## src/cmp_ctrl_pkg.sv

```systemverilog
package cmp_ctrl_pkg;

	typedef logic [2:0]  mode_t;
	typedef logic [9:0]  idx_t;
	typedef logic [11:0] addr_t;

	// ************************************************************
	// register indices; byte address is four times the index
	// ************************************************************
	localparam idx_t  IDX_CMP_CTRL   = 10'h01f;
	localparam idx_t  IDX_IRQ_CTRL   = 10'h00b;
	localparam idx_t  IDX_FLAG       = 10'h00c;
	localparam idx_t  IDX_ENABLE     = 10'h08c;
	localparam idx_t  IDX_DIRECTION  = 10'h085;
	localparam idx_t  IDX_PORT_DATA  = 10'h005;
	localparam addr_t ADDR_CMP_CTRL  = {IDX_CMP_CTRL, 2'h0};
	localparam addr_t ADDR_IRQ_CTRL  = {IDX_IRQ_CTRL, 2'h0};
	localparam addr_t ADDR_FLAG      = {IDX_FLAG, 2'h0};
	localparam addr_t ADDR_ENABLE    = {IDX_ENABLE, 2'h0};
	localparam addr_t ADDR_DIRECTION = {IDX_DIRECTION, 2'h0};
	localparam addr_t ADDR_PORT_DATA = {IDX_PORT_DATA, 2'h0};

	// ************************************************************
	// field positions
	// ************************************************************
	localparam int BIT_CMP2_RESULT = 7;
	localparam int BIT_CMP1_RESULT = 6;
	localparam int BIT_INPUT_SW    = 3;
	localparam int BIT_CHANGE_FLAG = 6;
	localparam int BIT_CHANGE_IEN  = 6;
	localparam int BIT_GLOBAL_IEN  = 7;
	localparam int BIT_PERIPH_IEN  = 6;

	// ************************************************************
	// reset values
	// ************************************************************
	localparam logic [3:0] RST_CMP_CTRL  = 4'h0;
	localparam logic [4:0] RST_DIRECTION = 5'h1f;
	localparam logic [4:0] RST_PORT_DATA = 5'h00;

	// ************************************************************
	// mode encodings
	// ************************************************************
	localparam mode_t MODE_RESET   = 3'h0;
	localparam mode_t MODE_MUX3    = 3'h1;
	localparam mode_t MODE_MUX4    = 3'h2;
	localparam mode_t MODE_COMREF  = 3'h3;
	localparam mode_t MODE_INDEP2  = 3'h4;
	localparam mode_t MODE_INDEP1  = 3'h5;
	localparam mode_t MODE_OUTPUTS = 3'h6;
	localparam mode_t MODE_OFF     = 3'h7;

	// lines 0..4 that a mode turns into analog inputs
	function automatic logic [4:0] analogMaskOf(input mode_t m);
		logic [4:0] r;
		r = 5'h00;
		unique case (m)
			MODE_RESET, MODE_MUX3, MODE_MUX4, MODE_INDEP2: r = 5'h0f;
			MODE_COMREF, MODE_OUTPUTS:                     r = 5'h07;
			MODE_INDEP1:                                   r = 5'h06;
			MODE_OFF:                                      r = 5'h00;
		endcase
		return r;
	endfunction

endpackage

```

## src/cmp_route_if.sv

```systemverilog
`timescale 1ns/10ps
// carries mode and pin state between register logic and the mux
interface cmp_route_if;
	logic [2:0] mode;
	logic       inSwitch;
	logic [4:0] dirBits;
	logic [4:0] portLatch;
	logic [1:0] cmpRaw;
	logic [4:0] analogMask;
	logic [4:0] pinOut;
	logic [4:0] pinOe;
	logic       cmp1On;
	logic       cmp2On;
	logic       posUseVref;
	logic       cmp1NegLine3;
	logic       cmp2NegLine2;

	modport ctl (output mode, inSwitch, dirBits, portLatch, cmpRaw,
		input analogMask, pinOut, pinOe, cmp1On, cmp2On, posUseVref,
		cmp1NegLine3, cmp2NegLine2);
	modport mux (input mode, inSwitch, dirBits, portLatch, cmpRaw,
		output analogMask, pinOut, pinOe, cmp1On, cmp2On, posUseVref,
		cmp1NegLine3, cmp2NegLine2);
endinterface // cmp_route_if

```

## src/cmp_sync.sv

```systemverilog
`timescale 1ns/10ps
// two-flop synchroniser; only the second stage is visible
module cmp_sync #(
	parameter int W = 2
) (
	input  wire logic         clk_sys,
	input  wire logic         rst_n,
	input  wire logic [W-1:0] din,
	output logic      [W-1:0] dout
);
	typedef struct packed {
		logic [W-1:0] s1;
		logic [W-1:0] s2;
	} state_s;

	state_s s_q;
	state_s s_d;

	// first stage feeds the second and nothing else
	always_comb begin
		s_d    = s_q;
		s_d.s1 = din;
		s_d.s2 = s_q.s1;
	end

	always_ff @(posedge clk_sys or negedge rst_n) begin
		if (!rst_n) begin
			s_q <= '0;
		end else begin
			s_q <= s_d;
		end
	end

	assign dout = s_q.s2;
endmodule // cmp_sync

```

## src/cmp_pin_mux.sv

```systemverilog
`timescale 1ns/10ps
// fixed decode of the mode field into routing and pin drive
module cmp_pin_mux (
	cmp_route_if.mux rt
);
	always_comb begin
		rt.analogMask   = cmp_ctrl_pkg::analogMaskOf(rt.mode);
		// comparators are powered only in modes that use them
		rt.cmp1On       = !(rt.mode inside {cmp_ctrl_pkg::MODE_RESET,
			cmp_ctrl_pkg::MODE_OFF, cmp_ctrl_pkg::MODE_INDEP1});
		rt.cmp2On       = !(rt.mode inside {cmp_ctrl_pkg::MODE_RESET,
			cmp_ctrl_pkg::MODE_OFF});
		rt.posUseVref   = (rt.mode == cmp_ctrl_pkg::MODE_MUX4);
		rt.cmp1NegLine3 = rt.inSwitch &&
			(rt.mode inside {cmp_ctrl_pkg::MODE_MUX3,
			cmp_ctrl_pkg::MODE_MUX4});
		rt.cmp2NegLine2 = rt.inSwitch &&
			(rt.mode == cmp_ctrl_pkg::MODE_MUX4);
		// raw comparator levels bypass the port latch; no resync on purpose
		rt.pinOut = rt.portLatch;
		if (rt.mode == cmp_ctrl_pkg::MODE_OUTPUTS) begin
			rt.pinOut[3] = rt.cmpRaw[0];
			rt.pinOut[4] = rt.cmpRaw[1];
		end
		rt.pinOe = ~rt.dirBits;
	end
endmodule // cmp_pin_mux

```

## src/cmp_ctrl_top.sv

```systemverilog
// The implementer's own choice: register access over APB.
`timescale 1ns/10ps
// comparator control block with APB register access
module cmp_ctrl_top (
	input  wire logic        clk_sys,
	input  wire logic        rst_n,
	input  wire logic        psel,
	input  wire logic        penable,
	input  wire logic        pwrite,
	input  wire logic [11:0] paddr,
	input  wire logic [31:0] pwdata,
	output logic      [31:0] prdata,
	output logic             pready,
	output logic             pslverr,
	input  wire logic [1:0]  cmpRawIn,
	input  wire logic [4:0]  pinIn,
	output logic      [4:0]  pinOut,
	output logic      [4:0]  pinOe,
	output logic             cmp1On,
	output logic             cmp2On,
	output logic             posUseVref,
	output logic             cmp1NegLine3,
	output logic             cmp2NegLine2,
	input  wire logic        sleepMode,
	output logic             wakeRequest,
	output logic             irqRequest
);
	// ************************************************************
	// state
	// ************************************************************
	typedef struct packed {
		logic [7:0] rdata;
		logic [3:0] ctrl;
		logic       flag;
		logic       ien;
		logic       global_irq_en;
		logic       peripheral_irq_en;
		logic [4:0] dir;
		logic [4:0] port;
		logic [1:0] latch;
	} state_s;

	state_s s_q;
	state_s s_d;

	logic [1:0] cmpSync;
	logic [4:0] pinSync;
	logic       setup;
	logic       access;
	logic       mapped;
	logic       mismatch;
	logic       ctrlAccess;

	cmp_route_if rt ();

	// ************************************************************
	// synchronisers and routing
	// ************************************************************
	cmp_sync #(.W(2)) uCmpSync (
		.clk_sys (clk_sys),
		.rst_n   (rst_n),
		.din     (cmpRawIn),
		.dout    (cmpSync)
	);

	cmp_sync #(.W(5)) uPinSync (
		.clk_sys (clk_sys),
		.rst_n   (rst_n),
		.din     (pinIn),
		.dout    (pinSync)
	);

	cmp_pin_mux uMux (
		.rt (rt.mux)
	);

	// mode and port state go out to the mux
	assign rt.mode      = s_q.ctrl[2:0];
	assign rt.inSwitch  = s_q.ctrl[cmp_ctrl_pkg::BIT_INPUT_SW];
	assign rt.dirBits   = s_q.dir;
	assign rt.portLatch = s_q.port;
	assign rt.cmpRaw    = cmpRawIn;

	assign pinOut       = rt.pinOut;
	assign pinOe        = rt.pinOe;
	assign cmp1On       = rt.cmp1On;
	assign cmp2On       = rt.cmp2On;
	assign posUseVref   = rt.posUseVref;
	assign cmp1NegLine3 = rt.cmp1NegLine3;
	assign cmp2NegLine2 = rt.cmp2NegLine2;

	// ************************************************************
	// bus decode
	// ************************************************************
	function automatic logic isMapped(input logic [11:0] a);
		return a inside {cmp_ctrl_pkg::ADDR_CMP_CTRL,
			cmp_ctrl_pkg::ADDR_IRQ_CTRL, cmp_ctrl_pkg::ADDR_FLAG,
			cmp_ctrl_pkg::ADDR_ENABLE, cmp_ctrl_pkg::ADDR_DIRECTION,
			cmp_ctrl_pkg::ADDR_PORT_DATA};
	endfunction

	// zero wait states; errors only on unmapped addresses
	assign setup      = psel && !penable;
	assign access     = psel && penable;
	assign mapped     = isMapped(paddr);
	assign pready     = 1'b1;
	assign pslverr    = access && !mapped;
	assign ctrlAccess = access && (paddr == cmp_ctrl_pkg::ADDR_CMP_CTRL);
	assign prdata     = {24'h000000, s_q.rdata};

	// live result differs from the copy taken at the last control access
	assign mismatch = (cmpSync != s_q.latch);

	// ************************************************************
	// next state
	// ************************************************************
	always_comb begin
		s_d = s_q;
		// read data is captured in the setup cycle, so it is a flop
		if (setup && !pwrite) begin
			s_d.rdata = 8'h00;
			unique case (paddr)
				cmp_ctrl_pkg::ADDR_CMP_CTRL: begin
					s_d.rdata[cmp_ctrl_pkg::BIT_CMP2_RESULT] =
						cmpSync[1];
					s_d.rdata[cmp_ctrl_pkg::BIT_CMP1_RESULT] =
						cmpSync[0];
					s_d.rdata[3:0] = s_q.ctrl;
				end
				cmp_ctrl_pkg::ADDR_FLAG:
					s_d.rdata[cmp_ctrl_pkg::BIT_CHANGE_FLAG] = s_q.flag;
				cmp_ctrl_pkg::ADDR_ENABLE:
					s_d.rdata[cmp_ctrl_pkg::BIT_CHANGE_IEN] = s_q.ien;
				cmp_ctrl_pkg::ADDR_IRQ_CTRL: begin
					s_d.rdata[cmp_ctrl_pkg::BIT_GLOBAL_IEN] = s_q.global_irq_en;
					s_d.rdata[cmp_ctrl_pkg::BIT_PERIPH_IEN] = s_q.peripheral_irq_en;
				end
				cmp_ctrl_pkg::ADDR_DIRECTION:
					s_d.rdata[4:0] = s_q.dir;
				cmp_ctrl_pkg::ADDR_PORT_DATA:
					s_d.rdata[4:0] = pinSync & ~rt.analogMask;
				default:
					s_d.rdata = 8'h00;
			endcase
		end
		// writes take effect at the access edge
		if (access && pwrite) begin
			unique case (paddr)
				cmp_ctrl_pkg::ADDR_CMP_CTRL:
					s_d.ctrl = pwdata[3:0];
				cmp_ctrl_pkg::ADDR_FLAG:
					s_d.flag = pwdata[cmp_ctrl_pkg::BIT_CHANGE_FLAG];
				cmp_ctrl_pkg::ADDR_ENABLE:
					s_d.ien = pwdata[cmp_ctrl_pkg::BIT_CHANGE_IEN];
				cmp_ctrl_pkg::ADDR_IRQ_CTRL: begin
					s_d.global_irq_en  = pwdata[cmp_ctrl_pkg::BIT_GLOBAL_IEN];
					s_d.peripheral_irq_en = pwdata[cmp_ctrl_pkg::BIT_PERIPH_IEN];
				end
				cmp_ctrl_pkg::ADDR_DIRECTION:
					s_d.dir = pwdata[4:0];
				cmp_ctrl_pkg::ADDR_PORT_DATA:
					s_d.port = pwdata[4:0];
				default:
					s_d.dir = s_q.dir;
			endcase
		end
		// any control access, read or write, reloads the copy
		if (ctrlAccess) begin
			s_d.latch = cmpSync;
		end
		// compare still uses the old copy here, so a change that lands
		// on the access cycle is not lost set beats a clear
		if (mismatch) begin
			s_d.flag = 1'b1;
		end
	end

	// sleep never touches the registers, only reset does
	always_ff @(posedge clk_sys or negedge rst_n) begin
		if (!rst_n) begin
			s_q       <= '0;
			s_q.ctrl  <= cmp_ctrl_pkg::RST_CMP_CTRL;
			s_q.dir   <= cmp_ctrl_pkg::RST_DIRECTION;
			s_q.port  <= cmp_ctrl_pkg::RST_PORT_DATA;
		end else begin
			s_q <= s_d;
		end
	end

	// ************************************************************
	// interrupt and wake
	// ************************************************************
	assign irqRequest  = s_q.flag && s_q.ien && s_q.peripheral_irq_en && s_q.global_irq_en;
	// wake ignores the global enables, as the core does while asleep
	assign wakeRequest = sleepMode && s_q.flag && s_q.ien;
endmodule // cmp_ctrl_top

```

## config.mk

```make
export PLATFORM = sky130hd
export DESIGN_NAME = cmp_ctrl_top
export DESIGN_NICKNAME = d
export VERILOG_FILES = /design/src/cmp_ctrl_pkg.sv /design/src/cmp_route_if.sv /design/src/cmp_sync.sv /design/src/cmp_pin_mux.sv /design/src/cmp_ctrl_top.sv
export SDC_FILE = /design/constraint.sdc
export NUM_CORES = 1
export LEC_CHECK = 0
export BUFFER_PORTS_ARGS = -buffer_cell sky130_fd_sc_hd__buf_2
export CORE_MARGIN = 2
export CORE_UTILIZATION = 46
export CTS_CLUSTER_DIAMETER = 30
export DETAILED_ROUTE_END_ITERATION = 12
export GPL_TIMING_DRIVEN = 0
export PLACE_DENSITY = 0.79
export SLEW_MARGIN = 0
export SYNTH_ARGS = -nofsm -noshare
export SYNTH_HDL_FRONTEND = slang
export SYNTH_HIERARCHICAL = 1
export SYNTH_SLANG_ARGS = --single-unit
```

## constraint.sdc

```tcl
create_clock -name clk_sys -period 1.6 [get_ports clk_sys]
set_input_delay 0.32 -clock clk_sys [delete_from_list [all_inputs] [get_ports clk_sys]]
set_output_delay 0.32 -clock clk_sys [all_outputs]
set_load 0.03 [all_outputs]
```

==> reports/metrics.yaml <==
path_max_fanout: 3
num_vias: 1665
final_cell_mix: "buf_4, buf_2, dfrtp_1"
finalCritPeriodShare: 1.08
place_ws_ns: -0.210
wire_per_inst_um: 12.6
violations: "negative setup slack"
cts_made_buffers: 5
worst_slack_ns: -0.127
syn_area_sq_um: 2190
r2r_setup_slack_ns: 0.21
grt_max_degree: 42
holdBufCountCts: 0
post_dp_cell_area_sq_um: 2630
relSlewSlack: 0.410
antenna_found_initial: 0
fp.dieArea_sq_um: 5330
ys.flop_type: "dfrtp_1"
final_common_cell: "buf_4"
powerDensity_nw_per_um2: 761
ios: 108
critical_path_arrival_ns: 1.41
coreArea_sq_um: 4660
die_w_um: 73.0
yosys.cell_types.count: 41
worst_slew_pin_slew_ns: 0.885
hold_path_class: "in -> reg"
rsz0062_at_grt: "true"
synth_warnings: 6
ir_worst_vdd_v: 0.000685
nets: 352
ys_seq_area_frac: 0.471
cts_tree: "built"
drt_pre_antenna_iters: 4
max_freq_mhz: 579
routed_wl_um: 4410
synth_area_per_cell_sq_um: 11.0
crit_path_end_kind: "output port"
syn_inst: 199
final_cell_area_sq_um: 2910
overflow: 0
r2r_end: "prdata[3]$_DFFE_PN0P_"
synth-edff-count: 0
p_leak_nw: 1.50
setup_tns_ns: -0.466
drive_gt1_frac: 0.520
hold_start: "pinIn[1]"
cts_sinks: 41
max_cap_violations: 0
clock_skew_ns: 0.00359
start_util: 0.470
cts_buffer_depth: 2
grt.total_usage: 0.173
die_y_um: 73.0
via_per_inst: 4.76
htree_levels: 2
worstSetupStartpointType: "flip-flop"
antenna_left: 0
hold_end: "uPinSync/s_d[1]$_DFF_PN0_"
hold_depth: 1
ys_ff_latch: 41
drv_slew: 0
post-route-min-period_ns: 1.73
dp_hpwl_um: 3260
ff2ff_path_depth: 7
utilization: 0.625
hold_viol_final: 0
cp.required_ns: 1.28
status: "finished, violations left"
worstReg2RegStart: "rt.mode[0]$_DFFE_PN0P_"
criticalPathCategory: "reg -> out"
drtIter0Drc: 48
finalSetupViolations: 7
grt_pass1_vias: 1559
diodes: 0
insertion_delay_ns: 0.29
grt_pass1_wl_um: 7000
finalWeightedCongestion: 0.786
cts_root_buffer: "clkbuf_8"
cts.clk_slew.worst_paths_ns: 0.08
areaGrowthSynthToFinish_pct: 32.9
fill_cells: 385
port_buffers: 56
row_count: 25
async_flop_share: 1.00
route.detailed.drc: 0
[metrics by stage]
step / power (mW) / instances / hold WS (ns)
after global routing: 2.31 / 350 / 0.0993
after CTS: 2.21 / 348 / 0.116
after detailed placement: 1.37 / 333 / 0.336
after global placement: 1.36 / 333 / 0.331
after floorplan: 1.27 / 223 / 0.0244
final: 2.22 / 350 / 0.122
[worst max-delay path by stage]
stage / start / endpoint / slack, ns / cells after the start
after floorplan: paddr[6] / pslverr / 0.12 / 4
after global placement: paddr[3] / rt.portLatch[0]$_DFFE_PN0P_ / -0.21 / 5
after detailed placement: paddr[8] / s_q[1]$_DFFE_PN0P_ / -0.21 / 5
after CTS: rt.mode[0]$_DFFE_PN0P_ / pinOut[3] / -0.12 / 3
after global routing: rt.mode[0]$_DFFE_PN0P_ / pinOut[3] / -0.17 / 3
final: rt.mode[0]$_DFFE_PN0P_ / pinOut[3] / -0.13 / 3
[state kept, by name, summed over array words and instances (netlist names)]
name,cells
prdata,7
rt.mode,3
uPinSync/dout,5
rt.inSwitch,1
uPinSync/s_d,5
uCmpSync/s_d,2
rt.portLatch,5
s_q,6
rt.dirBits,5
uCmpSync/dout,2
[layout make-up]
| cell class | instances | area (sq um) | share of cell area |
|---|---|---|---|
| Clock buffer | 5 | 68.8 | 0.0236 |
| Multi-Input combinational cell | 135 | 981 | 0.337 |
| Clock inverter | 3 | 43.8 | 0.0150 |
| Timing Repair Buffer | 65 | 398 | 0.137 |
| Inverter | 7 | 26.3 | 0.00902 |
| Buffer | 40 | 293 | 0.100 |
| Tap cell | 54 | 67.6 | 0.0232 |
| Sequential cell | 41 | 1040 | 0.356 |
[routing by layer]
layer,share of wire,global-route usage,up-vias
li1,-,-,820
met1,0.43,0.216,773
met2,0.49,0.291,65
met3,0.066,0.0414,7
met4,0.012,0.0617,0
met5,0,0,-
[power breakdown]
group | switching, mW | total (mW) | internal (mW)
combinational | 0.187 | 0.304 | 0.116
sequential | 0.00905 | 1.07 | 1.06
clock | 0.378 | 0.845 | 0.468
[worst max-delay path, cell delays in order, from the launching register on]
cell and delay (ns):
dfrtp_2 0.42, nand3b_1 0.22, mux2_4 0.33, buf_6 0.14
[synth_stat cells (3+ instances only)]
cell,instances,area share
a22oi_1,6,0.021
nand3_1,5,0.011
nand2_1,12,0.021
mux2_2,14,0.072
and2_1,3,0.0086
dfrtp_1,36,0.41
inv_1,7,0.012
buf_4,38,0.13
a21o_1,4,0.014
nor2_1,10,0.017
nor3_2,3,0.014
nand2b_1,3,0.0086
a21oi_1,4,0.0091
conb_1,3,0.0051
mux2_4,4,0.027
o21ai_0,8,0.018
dfstp_2,5,0.060
[timing repair]
action,CTS,global route
gates resized for setup,21,14
pin swaps,2,5
endpoints found under the setup margin,8,8
setup buffers,7,2
[cells by family after synthesis]
family | Yosys count | share of synthesized area
xor gates and xnor gates | 2 | 0.00799
and+or+nand+nor | 56 | 0.168
other | 3 | 0.00514
muxes | 21 | 0.114
DFF | 41 | 0.471
buffers and inverters | 47 | 0.146
AOI/OAI and AO/OA | 29 | 0.0885
No activity file was read; power rests on OpenSTA's default activity.
